$ cat config.mk
export PLATFORM = sky130hd
export DESIGN_NAME = brli_sequencer
export DESIGN_NICKNAME = d
export VERILOG_FILES = /design/src/brli_pkg.sv /design/src/brli_sequencer.sv
export SDC_FILE = /design/constraint.sdc
export NUM_CORES = 1
export LEC_CHECK = 0
export ABC_AREA = 0
export BUFFER_PORTS_ARGS = -buffer_cell sky130_fd_sc_hd__clkbuf_2
export CORE_MARGIN = 8
export CORE_UTILIZATION = 38
export CTS_BUF_LIST = sky130_fd_sc_hd__clkbuf_16
export CTS_CLUSTER_SIZE = 20
export DETAILED_ROUTE_END_ITERATION = 8
export PLACE_DENSITY = 0.71
export SYNTH_ARGS = -nofsm -noshare
export SYNTH_HDL_FRONTEND = slang
export SYNTH_SLANG_ARGS = --single-unit
$ cat constraint.sdc
create_clock -name sys_clk_i -period 1.72 [get_ports sys_clk_i]
set_clock_uncertainty 0.15 [all_clocks]
set_input_delay 0 -clock sys_clk_i [delete_from_list [all_inputs] [get_ports sys_clk_i]]
set_output_delay 0 -clock sys_clk_i [all_outputs]
set_load 0.02 [all_outputs]
$ cat src/brli_pkg.sv
// Package for the bridge reset and link initialisation sequencer
package brli_pkg;

	// ****************************************************************
	// Timing
	// ****************************************************************
	localparam int CLK_HZ = 10000000;
	localparam int RESET_HOLD_US = 1000;
	localparam int RESET_HOLD_CYC = (RESET_HOLD_US * (CLK_HZ / 1000000));
	localparam int CNT_W = 14;

	// ****************************************************************
	// Register map (byte addresses)
	// ****************************************************************
	localparam logic [7:0] REG_BUS_CTRL = 8'h00;
	localparam logic [7:0] REG_STATUS = 8'h04;
	localparam logic [7:0] REG_LINK_CTRL = 8'h08;
	localparam logic [7:0] REG_LINK0_CMD = 8'h0c;
	localparam logic [7:0] REG_LINK1_CMD = 8'h10;
	localparam logic [7:0] REG_BASE_UID = 8'h14;
	localparam logic [7:0] REG_STRAP = 8'h18;
	localparam logic [7:0] REG_ROM_CFG = 8'h1c;

	// ****************************************************************
	// Fields
	// ****************************************************************
	localparam int BUS_CTRL_SBR = 0;
	localparam int LCTRL_EOC = 0;
	localparam int LCTRL_TXOFF = 2;
	localparam int STRAP_SINGLE = 0;
	localparam int STRAP_32BIT = 1;
	localparam int UID_W = 5;
	localparam logic [UID_W-1:0] UNIT_ID_COUNT = 5'h01;
	localparam logic [1:0] HTRANS_NONSEQ = 2'h2;

	typedef enum logic [1:0] {
		BRLI_COLD = 2'b00,
		BRLI_HOLD = 2'b01,
		BRLI_INIT = 2'b11,
		BRLI_RUN = 2'b10
	} brli_state_t;

	typedef struct packed {
		logic pg_m;
		logic pg_s;
		logic rst_m;
		logic rst_s;
		brli_state_t state;
		logic [CNT_W-1:0] cnt;
		logic strap_done;
		logic [31:0] strap;
		logic rom_done;
		logic [31:0] rom_cfg;
		logic [1:0] failed;
		logic [1:0] init_complete;
		logic [1:0] init_busy;
		logic [1:0] chain_end;
		logic [1:0] tx_disable;
		logic [1:0] master_host;
		logic [UID_W-1:0] base_uid;
		logic sbr;
		logic flush;
		logic ob_abort;
		logic rd_discard;
		logic wr_pend;
		logic [7:0] wr_addr;
		logic [31:0] rdata;
	} brli_regs_t;

endpackage

$ cat src/brli_sequencer.sv
// Reset, strap capture, link start-up and secondary bus reset sequencer
`timescale 1ns/100ps
module brli_sequencer #(
	parameter int RESET_HOLD_CYCLES = brli_pkg::RESET_HOLD_CYC
) (
	input wire logic sys_clk_i,
	input wire logic rst_b_i,
	input wire logic hsel_i,
	input wire logic [31:0] haddr_i,
	input wire logic [1:0] htrans_i,
	input wire logic hwrite_i,
	input wire logic [2:0] hsize_i,
	input wire logic [31:0] hwdata_i,
	input wire logic hready_i,
	output logic [31:0] hrdata_o,
	output logic hreadyout_o,
	output logic hresp_o,
	input wire logic power_good_i,
	input wire logic sys_reset_n_i,
	output logic sys_reset_n_o,
	output logic sys_reset_n_oe_o,
	input wire logic pll_lock_i,
	output logic rom_load_req_o,
	input wire logic rom_load_valid_i,
	input wire logic [31:0] rom_load_data_i,
	input wire logic [31:0] first_port_addr_data_i,
	output logic [1:0] link_init_start_o,
	input wire logic [1:0] link_init_ok_i,
	input wire logic [1:0] link_init_fail_i,
	input wire logic [1:0] sync_flood_i,
	input wire logic [1:0] link_cmd_write_i,
	output logic [1:0] link_tx_enable_o,
	output logic [1:0] chain_end_handle_o,
	input wire logic cfg_req_i,
	input wire logic [4:0] cfg_device_i,
	output logic cfg_claim_o,
	output logic cfg_forward_o,
	output logic [4:0] unit_id_o,
	output logic secondary_bus_reset_n_o,
	output logic buffer_flush_o,
	input wire logic inbound_write_i,
	input wire logic inbound_write_committed_i,
	output logic inbound_write_drop_o,
	input wire logic inbound_read_resp_i,
	output logic read_data_discard_o,
	input wire logic outbound_op_i,
	output logic outbound_master_abort_o,
	output logic port1_clk_enable_o,
	output logic port1_pad_power_down_o
);

	// ****************************************************************
	// State
	// ****************************************************************
	brli_pkg::brli_regs_t r;
	brli_pkg::brli_regs_t next_r;

	logic addr_ok;
	logic [1:0] link_ok;
	logic in_reset;
	logic claim_hit;

	localparam logic [brli_pkg::CNT_W-1:0] HOLD_LAST = RESET_HOLD_CYCLES[brli_pkg::CNT_W-1:0];

	function automatic logic [31:0] rd_mux(input logic [7:0] a,
		input brli_pkg::brli_regs_t s);
		logic [31:0] v;
		v = 32'h0000_0000;
		case (a)
			brli_pkg::REG_BUS_CTRL: begin
				v[brli_pkg::BUS_CTRL_SBR] = s.sbr;
			end
			brli_pkg::REG_STATUS: begin
				v[1:0] = s.state;
				v[3:2] = s.init_complete;
				v[5:4] = s.failed;
				v[7:6] = s.master_host;
				v[8] = s.strap_done;
				v[9] = s.rom_done;
			end
			brli_pkg::REG_LINK_CTRL: begin
				v[brli_pkg::LCTRL_EOC +: 2] = s.chain_end;
				v[brli_pkg::LCTRL_TXOFF +: 2] = s.tx_disable;
			end
			brli_pkg::REG_BASE_UID: begin
				v[brli_pkg::UID_W-1:0] = s.base_uid;
				v[15:8] = {3'h0, brli_pkg::UNIT_ID_COUNT};
			end
			brli_pkg::REG_STRAP: begin
				v = s.strap;
			end
			brli_pkg::REG_ROM_CFG: begin
				v = s.rom_cfg;
			end
			default: begin
				v = 32'h0000_0000;
			end
		endcase
		return v;
	endfunction

	function automatic logic release_ready(input brli_pkg::brli_regs_t s,
		input logic lock);
		return (s.cnt == HOLD_LAST) && lock && s.rom_done;
	endfunction

	function automatic logic claim_match(input logic [brli_pkg::UID_W-1:0] base,
		input logic [4:0] dev);
		logic [brli_pkg::UID_W:0] lo;
		logic [brli_pkg::UID_W:0] hi;
		logic [brli_pkg::UID_W:0] d;
		logic hit;
		lo = {1'b0, base};
		hi = lo + {1'b0, brli_pkg::UNIT_ID_COUNT};
		d = {1'b0, dev};
		if (base == '0) begin
			hit = (dev == 5'h00);
		end else begin
			hit = (d >= lo) && (d < hi);
		end
		return hit;
	endfunction

	function automatic logic single_port(input brli_pkg::brli_regs_t s);
		return s.strap_done && s.strap[brli_pkg::STRAP_SINGLE];
	endfunction

	function automatic logic narrow_pads(input brli_pkg::brli_regs_t s);
		return single_port(s) && s.strap[brli_pkg::STRAP_32BIT];
	endfunction

	assign addr_ok = hsel_i && hready_i && (htrans_i == brli_pkg::HTRANS_NONSEQ);
	assign in_reset = (r.state == brli_pkg::BRLI_COLD) || (r.state == brli_pkg::BRLI_HOLD);

	// ****************************************************************
	// Next state
	// ****************************************************************
	always_comb begin
		next_r = r;
		next_r.flush = 1'b0;
		next_r.ob_abort = 1'b0;
		next_r.rd_discard = 1'b0;
		next_r.wr_pend = 1'b0;
		link_ok = ~r.failed;
		// Two-flop synchronisers
		next_r.pg_m = power_good_i;
		next_r.pg_s = r.pg_m;
		next_r.rst_m = sys_reset_n_i;
		next_r.rst_s = r.rst_m;

		// Register writes, data phase
		if (r.wr_pend) begin
			case (r.wr_addr)
				brli_pkg::REG_BUS_CTRL: begin
					next_r.sbr = hwdata_i[brli_pkg::BUS_CTRL_SBR];
					next_r.flush = hwdata_i[brli_pkg::BUS_CTRL_SBR] & ~r.sbr;
				end
				brli_pkg::REG_LINK_CTRL: begin
					next_r.chain_end = hwdata_i[brli_pkg::LCTRL_EOC +: 2];
					next_r.tx_disable = hwdata_i[brli_pkg::LCTRL_TXOFF +: 2];
				end
				brli_pkg::REG_LINK0_CMD: begin
					next_r.master_host = 2'h1;
				end
				brli_pkg::REG_LINK1_CMD: begin
					next_r.master_host = 2'h2;
				end
				brli_pkg::REG_BASE_UID: begin
					next_r.base_uid = hwdata_i[brli_pkg::UID_W-1:0];
				end
				default: begin
				end
			endcase
		end
		// Command writes arriving over a link
		if (link_cmd_write_i[0]) begin
			next_r.master_host = 2'h1;
		end
		if (link_cmd_write_i[1]) begin
			next_r.master_host = 2'h2;
		end

		// Register reads and write address capture
		if (addr_ok) begin
			next_r.wr_pend = hwrite_i;
			next_r.wr_addr = haddr_i[7:0];
			next_r.rdata = hwrite_i ? r.rdata : rd_mux(haddr_i[7:0], r);
		end

		// Secondary bus reset side effects
		if (r.sbr) begin
			next_r.ob_abort = outbound_op_i;
			next_r.rd_discard = inbound_read_resp_i;
		end

		// Link failure is sticky across warm reset
		next_r.failed = r.failed | sync_flood_i;

		// Sequencer
		case (r.state)
			brli_pkg::BRLI_COLD: begin
				next_r.cnt = '0;
				if (r.pg_s) begin
					next_r.state = brli_pkg::BRLI_HOLD;
				end
			end
			brli_pkg::BRLI_HOLD: begin
				if (r.cnt != HOLD_LAST) begin
					next_r.cnt = r.cnt + 1'b1;
				end
				if (!r.strap_done) begin
					next_r.strap = first_port_addr_data_i;
					next_r.strap_done = 1'b1;
				end
				if (!r.rom_done && rom_load_valid_i) begin
					next_r.rom_cfg = rom_load_data_i;
					next_r.rom_done = 1'b1;
				end
				if (sys_reset_n_oe_o == 1'b0 && r.rst_s) begin
					next_r.state = brli_pkg::BRLI_INIT;
					next_r.init_busy = link_ok;
				end
			end
			brli_pkg::BRLI_INIT: begin
				next_r.init_complete = r.init_complete | (r.init_busy & link_init_ok_i);
				next_r.init_busy = r.init_busy & ~link_init_ok_i & ~link_init_fail_i;
				if (next_r.init_busy == 2'h0) begin
					next_r.state = brli_pkg::BRLI_RUN;
				end
			end
			brli_pkg::BRLI_RUN: begin
			end
			default: begin
				next_r.state = brli_pkg::BRLI_COLD;
			end
		endcase
		next_r.init_complete = next_r.init_complete & ~r.failed;

		// Warm reset: pin low with power-good high
		if (!r.rst_s && r.state != brli_pkg::BRLI_HOLD) begin
			next_r.state = brli_pkg::BRLI_HOLD;
			next_r.cnt = '0;
			next_r.init_complete = 2'h0;
			next_r.init_busy = 2'h0;
			next_r.chain_end = 2'h0;
			next_r.tx_disable = 2'h0;
			next_r.master_host = 2'h0;
			next_r.base_uid = '0;
			next_r.sbr = 1'b0;
		end

		// Cold reset clears everything but the synchronisers, which keep sampling
		if (!r.pg_s) begin
			next_r = '0;
			next_r.pg_m = power_good_i;
			next_r.pg_s = r.pg_m;
			next_r.rst_m = sys_reset_n_i;
			next_r.rst_s = r.rst_m;
		end
	end

	// ****************************************************************
	// Registers
	// ****************************************************************
	always_ff @(posedge sys_clk_i) begin
		if (!rst_b_i) begin
			r <= '0;
		end else begin
			r <= next_r;
		end
	end

	// ****************************************************************
	// Outputs
	// ****************************************************************
	always_comb begin
		sys_reset_n_o = 1'b0;
		sys_reset_n_oe_o = (r.state == brli_pkg::BRLI_COLD) ||
			((r.state == brli_pkg::BRLI_HOLD) && !release_ready(r, pll_lock_i));
	end

	assign hrdata_o = r.rdata;
	assign hreadyout_o = 1'b1;
	assign hresp_o = 1'b0;
	assign rom_load_req_o = (r.state == brli_pkg::BRLI_HOLD) && !r.rom_done;

	generate
		for (genvar i = 0; i < 2; i++) begin : g_link
			assign link_init_start_o[i] = r.init_busy[i];
			assign link_tx_enable_o[i] = r.init_complete[i] &
				~(r.chain_end[i] & r.tx_disable[i]);
			assign chain_end_handle_o[i] = r.chain_end[i] | ~r.init_complete[i];
		end
	endgenerate

	// Configuration claim by unit identifier
	assign claim_hit = claim_match(r.base_uid, cfg_device_i);
	assign cfg_claim_o = cfg_req_i && claim_hit;
	assign cfg_forward_o = cfg_req_i && !claim_hit;
	assign unit_id_o = r.base_uid;

	// Secondary bus
	assign secondary_bus_reset_n_o = !(in_reset || !r.rst_s || r.sbr);
	assign buffer_flush_o = r.flush;
	assign inbound_write_drop_o = r.sbr && inbound_write_i && !inbound_write_committed_i;
	assign read_data_discard_o = r.rd_discard;
	assign outbound_master_abort_o = r.ob_abort;

	// Single-port power saving from straps
	assign port1_clk_enable_o = !single_port(r);
	assign port1_pad_power_down_o = narrow_pads(r);

endmodule

==> After elaboration in Yosys (flattened, before gate mapping) <==
Cells that the tools add are included.
{ "op_classes": {"bitwise_logic": 26, "reduce_logical": 59, "n_mux": 23, "eq_ne": 20, "n_addsub": 2, "magnitude_cmp": 2} }
{ "op_table": {"columns": ["operator", "count"], "rows": [
  ["$eq A8 B5 Y1 const B", 5],
  ["$pmux W16 S2", 1],
  ["$pmux W14 S2", 1],
  ["$eq A8 B4 Y1 const B", 3],
  ["$reduce_and A2 Y1", 11],
  ["$logic_and A1 B1 Y1", 16],
  ["$logic_not A8 Y1", 2],
  ["$mux W15", 1],
  ["$pmux W3 S5", 1],
  ["$add A14 B1 Y14 const B", 1],
  ["$eq A14 B14 Y1 const B", 1],
  ["$mux W14", 1],
  ["$mux W2", 7],
  ["$ne A14 B14 Y1 const B", 1],
  ["$pmux W6 S2", 1],
  ["$reduce_and A3 Y1", 4],
  ["$logic_not A5 Y1", 2],
  ["$not A1 Y1", 10],
  ["$mux W9", 1],
  ["$pmux W3 S3", 1],
  ["$reduce_bool A3 Y1", 3],
  ["$and A2 B2 Y2", 4],
  ["$eq A8 B3 Y1 const B", 1],
  ["$pmux W2 S2", 2],
  ["other kinds (27)", 51]
]} }
{ "totals": {"input_bits": 160, "regBits": 148} }

==> Longest topological paths before layout <==
Gate-level depths: netlist of the first run.
{ "depth": {"depth_word": 11, "mapped_depth": 9} }

==> Worst setup path after synthesis of the first run <==
No wires, ideal clock.
{ "synth_timing": {"path_kind": "flip-flop to output port", "from": "register r (netlist bit unit_id_o[0])", "to": "output cfg_claim_o", "arrival_ns": 1.951, "path_stages_with_launch": 9, "required_time_ns": 1.570, "n_path_buf": 0, "setup_slack_ns": -0.381, "cell_sequence": "dfxtp_1 -> ha_1 -> xnor2_1 -> ha_1 -> o21ai_0 -> a21oi_1 -> o31ai_1 -> nand3_1 -> a21boi_0"} }
{ "synth_via": {"elab_chain_len": 5} }
{ "synth_lines": {"columns": ["element", "line_no", "text"], "rows": [
  ["from (decl)", "brli_sequencer.sv:55", "brli_pkg::brli_regs_t r;"],
  ["from (signal assigned)", "brli_sequencer.sv:269", "r <= next_r;"],
  ["$add A5 B1 Y6", "brli_sequencer.sv:114", "hi = lo + {1'b0, brli_pkg::UNIT_ID_COUNT};"],
  ["$lt A5 B6 Y1", "brli_sequencer.sv:119", "hit = (d >= lo) && (d < hi);"],
  ["$logic_and A1 B1 Y1", "brli_sequencer.sv:119", null],
  ["$mux W1 *", "brli_sequencer.sv:116", "if (base == '0) begin"],
  ["$logic_and A1 B1 Y1 *", "brli_sequencer.sv:298", "assign cfg_claim_o = cfg_req_i && claim_hit;"],
  ["to (decl)", "brli_sequencer.sv:36", "output logic cfg_claim_o,"]
]} }
Every way passes the cells marked *; elsewhere a longest branch is shown, timed or not.

==> Worst setup path after layout of the first run <==
{ "layout_timing": {"from": "register r (netlist bit unit_id_o[1])", "to": "output cfg_forward_o"} }
{ "layout_via": {"elab_chain_len": 6} }
{ "layout_lines": {"columns": ["element", "line_no", "text"], "rows": [
  ["$add A5 B1 Y6", "brli_sequencer.sv:114", null],
  ["$lt A5 B6 Y1", "brli_sequencer.sv:119", null],
  ["$logic_and A1 B1 Y1", "brli_sequencer.sv:119", null],
  ["$mux W1 *", "brli_sequencer.sv:116", null],
  ["$logic_not A1 Y1 *", "brli_sequencer.sv:299", "assign cfg_forward_o = cfg_req_i && !claim_hit;"],
  ["$logic_and A1 B1 Y1 *", "brli_sequencer.sv:299", null],
  ["to (decl)", "brli_sequencer.sv:37", "output logic cfg_forward_o,"]
]} }
Marks and branches as above.

==> flow_summary.ini, run 1 <==
[run_status]
status = complete, but fails checks
violations = negative setup slack

[logic_synthesis]
yosysMostFrequentCell = nand2_1
ys_ff_latch = 148
synthDistinctLibCells = 57
synth_seq_area_share = 0.4547
syn_inst = 790
synthFlopType = dfxtp_1
syn_area_per_cell_um2 = 8.248
async_flop_share = 0
synth_edf_count = 0
yosysTopAreaCell = dfxtp_1
synth_area_leaders = dfxtp_1 (45%), nand2_1 (11%), a21oi_1 (6.3%)
synth_area_um2 = 6516
synthTopCellsByCount = nand2_1 (189), dfxtp_1 (148), a21oi_1 (82), nor2_1 (54), buf_4 (45)
yosysWarnings = 0
synth_top_area_frac = 0.4547

[hold_path]
holdCritPathClass = in2reg
hold_path_startpoint = haddr_i[1]
hold_end = hrdata_o[9]
hold_depth = 5

[route]
wl_mm = 20.61
post-route-drc-count = 0
vias_per_cell = 5.003
vias = 6464
wl_per_cell_um = 15.95
dr.pass1.iters = 5
antenna_left = 0
drt-initial-drc-count = 304

[clock_network]
cts_buffers = 17
cts_htree_levels = 4
cts-root-buf = clkbuf_16
cts_tree = done
clkLatencyLatePin_ns = 0.42
cts_sinks = 148
clkTransAtPathRegs_ns = 0.06
clk_path_buf_depth = 2

[timing]
period_needed_ns = 2.338
rsz0062_at_grt = true
worst_hold_slack_ns = 0.004193
fin_setup_tns_ns = -2.202
max_freq_mhz = 427.6
drv_slew = 0
setup_viol = 17
hold_violations = 0
setup_slack_ns = -0.6184
slew_headroom = 0.4490
min_period_over_period = 1.360
worst_slew_pin_slew_ns = 0.8264

[placed_design]
dpl.hpwl_mm = 13.66
place_congestion = 0.8408
placed_cells = 1143
place_worst_setup_slack_ns = -0.2346
portBuffers = 159

[setup_path]
reg2reg_depth = 7
crit_chain = ha_4, xnor2_2, ha_1, o21ai_1, a21oi_1, o31ai_1, nand3_1, and3_4, clkbuf_8
crit_fanout = 4
cpPeakStageDelay_ns = 0.36
end_kind = output port
critical_path_class = reg2out
rrSetupSlack_ns = -0.10
worstReg2RegEnd = r[50]
slowest_stage = dfxtp_4
r2r-start = r[32]
cp.arrival_ns = 2.19
worstSetupStartpointType = register
worstPathRequired_ns = 1.57

[cells_and_area]
area_growth_pct = 45.97
nets = 1224
drive_above_1_share = 0.2907
fin_cells = 1292

[grt]
grt_pass1_wl_mm = 33.42
antenna_found_initial = 3
grtUsageTotal = 0.1905
overflow = 0
grt_pass1_vias = 6665
grt_max_degree = 78

[power_and_ir_drop]
ir_worst_vdd_mv = 0.9131
power.total_mw = 7.538
p_leak_nw = 3.679
p_per_area_nw_per_um2 = 792.5

[floorplanning]
dieArea_um2 = 21590
die_width_um = 147.0
pin_count = 217
core-area_um2 = 17060
fp.dieH_um = 147.0
rows = 48
start_util = 0.3820

[job]
maxCapViolations = 0
-- area by class of cell --
type                            instances  area [um^2]
Fill cell                            1498         7545
Clock buffer                           17        425.4
Timing Repair Buffer                  325         2435
Inverter                               14        52.55
Antenna cell                            4        10.01
Sequential cell                       148         2979
Multi-Input combinational cell        544         3188
Tap cell                              225        281.5
Clock inverter                         15        140.1
-- cells by family (layout without fill, tap and decap cells) --
| kind of cell | Yosys count | count (layout) | share of synthesized area |
|---|---|---|---|
| buf+inv | 99 | 371 | 0.08890 |
| fa+ha+maj | 14 | 14 | 0.02688 |
| compound gates | 181 | 181 | 0.1651 |
| simple gates | 311 | 311 | 0.2114 |
| flops | 148 | 148 | 0.4547 |
| xor+xnor | 15 | 15 | 0.02016 |
| mux | 20 | 20 | 0.03168 |
| other cells | 2 | 7 | 0.001153 |
-- where the power goes --
group | total (mW) | switching [mW] | internal (mW)
combinational | 0.525 | 0.225 | 0.300
clock | 3.57 | 1.46 | 2.12
sequential | 3.44 | 0.00774 | 3.43
total | 7.54 | 1.69 | 5.85
-- what timing repair did --
| action | 4_1_cts | 5_1_grt |
|---|---|---|
| pin swaps | 18 | 16 |
| gates resized for setup | 31 | 25 |
| endpoints found under the setup margin | 14 | 76 |
| buffers inserted | 14 | 3 |
| hold endpoints to repair | 109 | 1 |
| hold buffers | 97 | 1 |
-- worst max-delay path: cells and delay by family, from the launching register on --
| family | cells | cell delay, ns |
|---|---|---|
| adder cells (fa/ha/maj) | 2 | 0.44 |
| buffers and inverters | 1 | 0.14 |
| AND/OR/NAND/NOR | 2 | 0.31 |
| XOR/XNOR | 1 | 0.12 |
| flip-flops | 1 | 0.36 |
| AO/OA/AOI/OAI | 3 | 0.40 |
-- routing by layer --
metal | part of all wire | track usage | vias up
met5 | 0 | 0 | -
met4 | 0.041 | 0.09740 | 0
met3 | 0.061 | 0.04983 | 66
met2 | 0.48 | 0.3150 | 248
met1 | 0.42 | 0.2241 | 2973
li1 | - | - | 3177
-- cell usage in the layout (no fill, tap or decap), types with 6 or more instances in the layout --
cell,netlist,final
nand3_1,8,7
and2_1,10,9
ha_1,14,10
clkbuf_16,0,17
a31oi_1,6,6
clkbuf_2,1,156
mux2i_1,15,15
o21ai_1,19,21
buf_12,0,8
inv_1,14,10
buf_4,45,55
nand2_1,189,188
o21ai_0,21,19
a21oi_1,82,82
xnor2_1,8,7
dfxtp_1,148,141
a22oi_1,24,24
nor2_1,54,48
nand2b_1,8,8
dlygate4sd3_1,0,97
xor2_1,7,7
-- through the flow --
step                        util  cell area [um^2]
after floorplan                -              6539
after global placement    0.4449              7589
after detailed placement  0.4449              7589
after CTS                 0.5506              9392
after global routing      0.5575              9509
final                     0.5577              9512
-- worst max path at each step --
stage                             from             to  slack [ns]  cells after the start
after detailed placement  unit_id_o[0]  cfg_forward_o       -0.23                     10
after global routing      unit_id_o[0]    cfg_claim_o       -0.74                      9
after global placement    unit_id_o[0]  cfg_forward_o       -0.21                      9
final                     unit_id_o[1]  cfg_forward_o       -0.62                      9
after floorplan           unit_id_o[0]    cfg_claim_o       -0.07                      8
after CTS                 unit_id_o[0]  cfg_forward_o       -0.63                      9
-- flip-flops by register name, indices dropped and copies added (netlist names) --
name	flops
r	106
read_data_discard_o	1
unit_id_o	5
buffer_flush_o	1
link_init_start_o	2
hrdata_o	32
outbound_master_abort_o	1
Power figures use the tool's default switching activity.
==> run 2: changes to the inputs <==
clock period = 2.1 ns   (was 1.72 ns; I/O delays follow)
==> run 2 against run 1 <==
The flow still finishes with violations (negative setup slack). Core utilization fell by 3.0 points. Total power fell by 15%. First-iteration DRC count rose by 27%. Largest cell class unchanged. Highest routed layer unchanged.
==> flow_summary.ini, run 2 (same netlist as run 1, synthesis figures left out) <==
[run_status]
status = complete, but fails checks
violations = negative setup slack

[floorplanning]
core-area_um2 = 17060
rows = 48
dieArea_um2 = 21590
pin_count = 217
start_util = 0.3820
fp.dieH_um = 147.0
die_width_um = 147.0

[setup_path]
crit_chain = ha_4, xnor2_2, ha_1, o21ai_1, a21oi_1, o31ai_1, nand3_1, and3_1, clkbuf_8
cp.arrival_ns = 2.15
crit_fanout = 4
worstSetupStartpointType = register
worstPathRequired_ns = 1.95
slowest_stage = dfxtp_4
path_delay_family = adder cells
end_kind = output port
critical_path_class = reg2out
cp_num_buf_inv = 1
cpPeakStageDelay_ns = 0.36

[clock_network]
clk_path_buf_depth = 2
cts_tree = done
cts-root-buf = clkbuf_16
cts_sinks = 148
clkLatencyLatePin_ns = 0.42
clkTransAtPathRegs_ns = 0.06
cts_buffers = 17
cts_htree_levels = 4

[placed_design]
place_congestion = 0.8396
dpl.hpwl_mm = 13.40
portBuffers = 159
place_worst_setup_slack_ns = 0.1221
placed_cell_area_um2 = 7279
placed_cells = 1112

[route]
vias_per_cell = 4.979
antenna_left = 0
drt-initial-drc-count = 386
dr.pass1.iters = 5
wl_per_cell_um = 15.81
post-route-drc-count = 0
vias = 6204
wl_mm = 19.70

[grt]
grt_max_degree = 78
antenna_found_initial = 3
grt_pass1_wl_mm = 31.80
grt_pass1_vias = 6327
overflow = 0
grtUsageTotal = 0.1834

[power_and_ir_drop]
ir_worst_vdd_mv = 0.6067
p_leak_nw = 3.426
p_per_area_nw_per_um2 = 715.4

[timing]
setup_slack_ns = -0.1980
period_needed_ns = 2.298
rsz0062_at_grt = true
worst_slew_pin_slew_ns = 0.9279
min_period_over_period = 1.094
slew_headroom = 0.3801
drv_slew = 0
setup_viol = 2
hold_violations = 0
max_freq_mhz = 435.2

[cells_and_area]
largest_register_ffs = 106
area_growth_pct = 38.13
stdcell_area_um2 = 9001
nets = 1181
fin_util = 0.5277
regMostFlops = r
mostFrequentLayoutCells = nand2_1 (188), clkbuf_2 (157), dfxtp_1 (144)
drive_above_1_share = 0.2380
final_common_cell = nand2_1
fin_cells = 1246

[job]
maxCapViolations = 0

[hold_path]
holdCritPathClass = in2reg
[run 2: cell types whose count changed in the layout (fill, tap and decap cells not counted), moves of 3 or more]
cell	delta
buf_4	-29
buf_12	-6
buf_6	-5
nor2_2	-4
nor4_1	+4
bufinv_16	+3
dfxtp_1	+3
dfxtp_2	-3
nor2_1	+3
[run 2: layout make-up]
class,instances,area (um^2)
Fill cell,1617,8055
Multi-Input combinational cell,544,3070
Sequential cell,148,2975
Timing Repair Buffer,282,1996
Clock buffer,17,425.4
Tap cell,225,281.5
Clock inverter,12,190.2
Inverter,14,52.55
Antenna cell,4,10.01
[run 2: worst paths after layout]
| path | start | end | depth (start not counted) | slack, ns |
|---|---|---|---|---|
| worst max register to register | r[32] | unit_id_o[1] | 5 | 0.17 |
| worst min register to register | r[147] | r[146] | 1 | 0.28 |
| worst max-delay path | unit_id_o[0] | cfg_forward_o | 9 | -0.20 |
| worst min-delay path | hready_i | r[36] | 5 | 0.03 |
[run 2: worst min-delay path: cells and delay by family]
kind                   cells  cell delay (ns)
AND/OR/NAND/NOR            2             0.20
AO/OA/AOI/OAI              1             0.05
buffers and inverters      2             0.29
[run 2: metrics by stage]
| stage | setup TNS [ns] | hold WS, ns | power [mW] |
|---|---|---|---|
| 3_5_place_dp | 0 | 0.06286 | 3.144 |
| 5_1_grt | -0.6648 | 0.07295 | 6.650 |
| 6_report | -0.3892 | 0.03426 | 6.439 |
| 4_1_cts | -0.4508 | 0.004543 | 6.496 |
| 3_3_place_gp | 0 | 0.05081 | 3.140 |
| 2_1_floorplan | 0 | -0.07312 | 2.991 |
[run 2: what timing repair did]
item / in CTS / in global routing
hold endpoints to repair: 111 / 0
hold buffers: 96 / 0
resized for setup: 19 / 6
pin swaps: 8 / 5
setup endpoints to repair: 3 / 7
buffers inserted: 4 / 1
[run 2: layer usage]
| layer | vias to the layer above | wire length (um) | global-route usage |
|---|---|---|---|
| met1 | 2887 | 8339 | 0.2149 |
| met5 | - | 0 | 0 |
| met4 | 0 | 730 | 0.08720 |
| met3 | 53 | 1047 | 0.04214 |
| li1 | 3077 | - | - |
| met2 | 187 | 9580 | 0.3118 |
[run 2: power breakdown]
group	internal [mW]	switching, mW
Clock	2.07	1.14
Sequential	2.81	0.00549
Combinational	0.233	0.178
Total	5.12	1.32
==> run 3: changes to the inputs <==
HOLD_SLACK_MARGIN = 0.08   (was not set)
==> run 3 against run 2 <==
The flow still finishes with violations (negative setup slack). Count of clock-buffer cells in the layout did not move. Via count rose by 1.8%. Register-to-register slack barely moved. Die area did not move. Maximum frequency barely moved. Global-route usage rose by 0.27 points. Sequential share of layout area fell by 0.71 points. First-iteration DRC count fell by 1.0%. Core utilization rose by 1.2 points. Sequential power barely moved. Combinational power rose by 2%. Highest routed layer unchanged.
==> flow_summary.ini, run 3 (same netlist as run 1, synthesis figures left out) <==
[power_and_ir_drop]
pwr-share-comb = 0.065
power.total_mw = 6.443
switching_share = 0.2050
p_seq_frac = 0.437
p_leak_nw = 3.514
ir_worst_vdd_mv = 0.6030
p_per_area_nw_per_um2 = 700.4
p_sw_mw = 1.321
p_int_mw = 5.123
clkPwrFrac = 0.497

[route]
vias = 6318
dr.pass1.iters = 5
post-route-drc-count = 0
wl_per_cell_um = 15.91
drt-initial-drc-count = 382
vias_per_cell = 4.994
antenna_left = 0
wl_mm = 20.13

[cells_and_area]
nets = 1200
regMostFlops = r
final_common_cell = nand2_1
mostFrequentLayoutCells = nand2_1 (188), clkbuf_2 (157), dfxtp_1 (144)
area_growth_pct = 41.17
drive_above_1_share = 0.2346
largest_register_ffs = 106

[timing]
hold_violations = 0
rsz0062_at_grt = true
setup_slack_ns = -0.1985
worst_hold_slack_ns = 0.1003
max_freq_mhz = 435.1
worst_slew_pin_slew_ns = 0.9218
slew_headroom = 0.3842
drv_slew = 0
min_period_over_period = 1.095
setup_viol = 2
period_needed_ns = 2.298

[run_status]
status = complete, but fails checks
violations = negative setup slack

[floorplanning]
die_width_um = 147.0
start_util = 0.3820
fp.dieH_um = 147.0
dieArea_um2 = 21590
pin_count = 217
rows = 48
core-area_um2 = 17060

[setup_path]
cp.arrival_ns = 2.15
end_kind = output port
critical_path_class = reg2out
cpPeakStageDelay_ns = 0.37
crit_fanout = 4
worstSetupStartpointType = register
slowest_stage = dfxtp_4
crit_chain = inv_2, ha_4, inv_2, ha_4, nand2b_1, a21oi_1, o31ai_1, nand3_1, and3_1, clkbuf_8
worstPathRequired_ns = 1.95

[grt]
grt_pass1_vias = 6423
overflow = 0
grt_pass1_wl_mm = 32.31
grt_max_degree = 78
antenna_found_initial = 3
grtUsageTotal = 0.1861

[clock_network]
cts_tree = done
clk_path_buf_depth = 2
cts-root-buf = clkbuf_16
cts_sinks = 148
cts_buffers = 17
clkLatencyLatePin_ns = 0.42
cts_htree_levels = 4
clkTransAtPathRegs_ns = 0.06

[hold_path]
holdCritPathClass = in2out

[placed_design]
place_congestion = 0.8396
dpl.hpwl_mm = 13.40
place_worst_setup_slack_ns = 0.1221
portBuffers = 159

[job]
maxCapViolations = 0
[run 3: cell count changes in the layout (fill, tap and decap cells not counted)]
cell,change
and4b_2,+1
buf_4,-1
buf_6,+1
dlygate4sd3_1,+17
dlymetal6s4s_1,+1
[run 3: final cells by class]
class | instances | area [um^2]
fill | 1595 | 7858
multi-input combinational | 545 | 3082
sequential | 148 | 2975
timing repair buffer | 300 | 2182
clock buffer | 17 | 425.4
tap | 225 | 281.5
clock inverter | 12 | 190.2
inverter | 14 | 52.55
antenna | 4 | 10.01
[run 3: layer usage]
| metal | up-vias | share of wire | global-route usage |
|---|---|---|---|
| li1 | 3117 | - | - |
| met2 | 203 | 0.49 | 0.3182 |
| met3 | 42 | 0.058 | 0.04183 |
| met1 | 2956 | 0.42 | 0.2177 |
| met5 | - | 0 | 0 |
| met4 | 0 | 0.032 | 0.08720 |
[run 3: path summary, 6_finish.rpt]
check | startpoint | end | slack, ns | depth (start not counted)
max | unit_id_o[0] | cfg_forward_o | -0.20 | 10
min | inbound_write_committed_i | inbound_write_drop_o | 0.10 | 3
max reg2reg | r[32] | unit_id_o[1] | 0.16 | 5
min reg2reg | r[147] | r[146] | 0.28 | 1
[run 3: critical path: cells and delay by family, from the launching register on]
kind / cells / cell delay [ns]
flops: 1 / 0.37
fa+ha+maj: 2 / 0.48
buf+inv: 3 / 0.25
compound gates: 2 / 0.27
simple gates: 3 / 0.37
[run 3: through the flow]
step / instances / cell area [um^2] / utilization / setup TNS, ns
5_1_grt: 1264 / 9196 / 0.5392 / -0.6648
3_5_place_dp: 1112 / 7279 / 0.4268 / 0
2_1_floorplan: 791 / 6520 / - / 0
4_1_cts: 1260 / 9151 / 0.5365 / -0.6472
6_report: 1265 / 9199 / 0.5393 / -0.3903
3_3_place_gp: 1112 / 7279 / 0.4268 / 0
[run 3: power by group through the flow]
stage                     Combinational, mW  Clock [mW]  Sequential [mW]
after floorplan                       0.111           0             2.88
after global placement                0.258           0             2.88
after detailed placement              0.261           0             2.88
after CTS                             0.416        3.27             2.82
after global routing                  0.455        3.39             2.82
final                                 0.421        3.21             2.82
[run 3: timing repair]
item                                    4_1_cts  5_1_grt
setup buffers                                 4        1
endpoints found under the hold margin       122        0
hold buffers                                115        0
gates resized for setup                      19        9
endpoints found under the setup margin        3       17
pin swaps                                     8        7
gates cloned                                  0        1
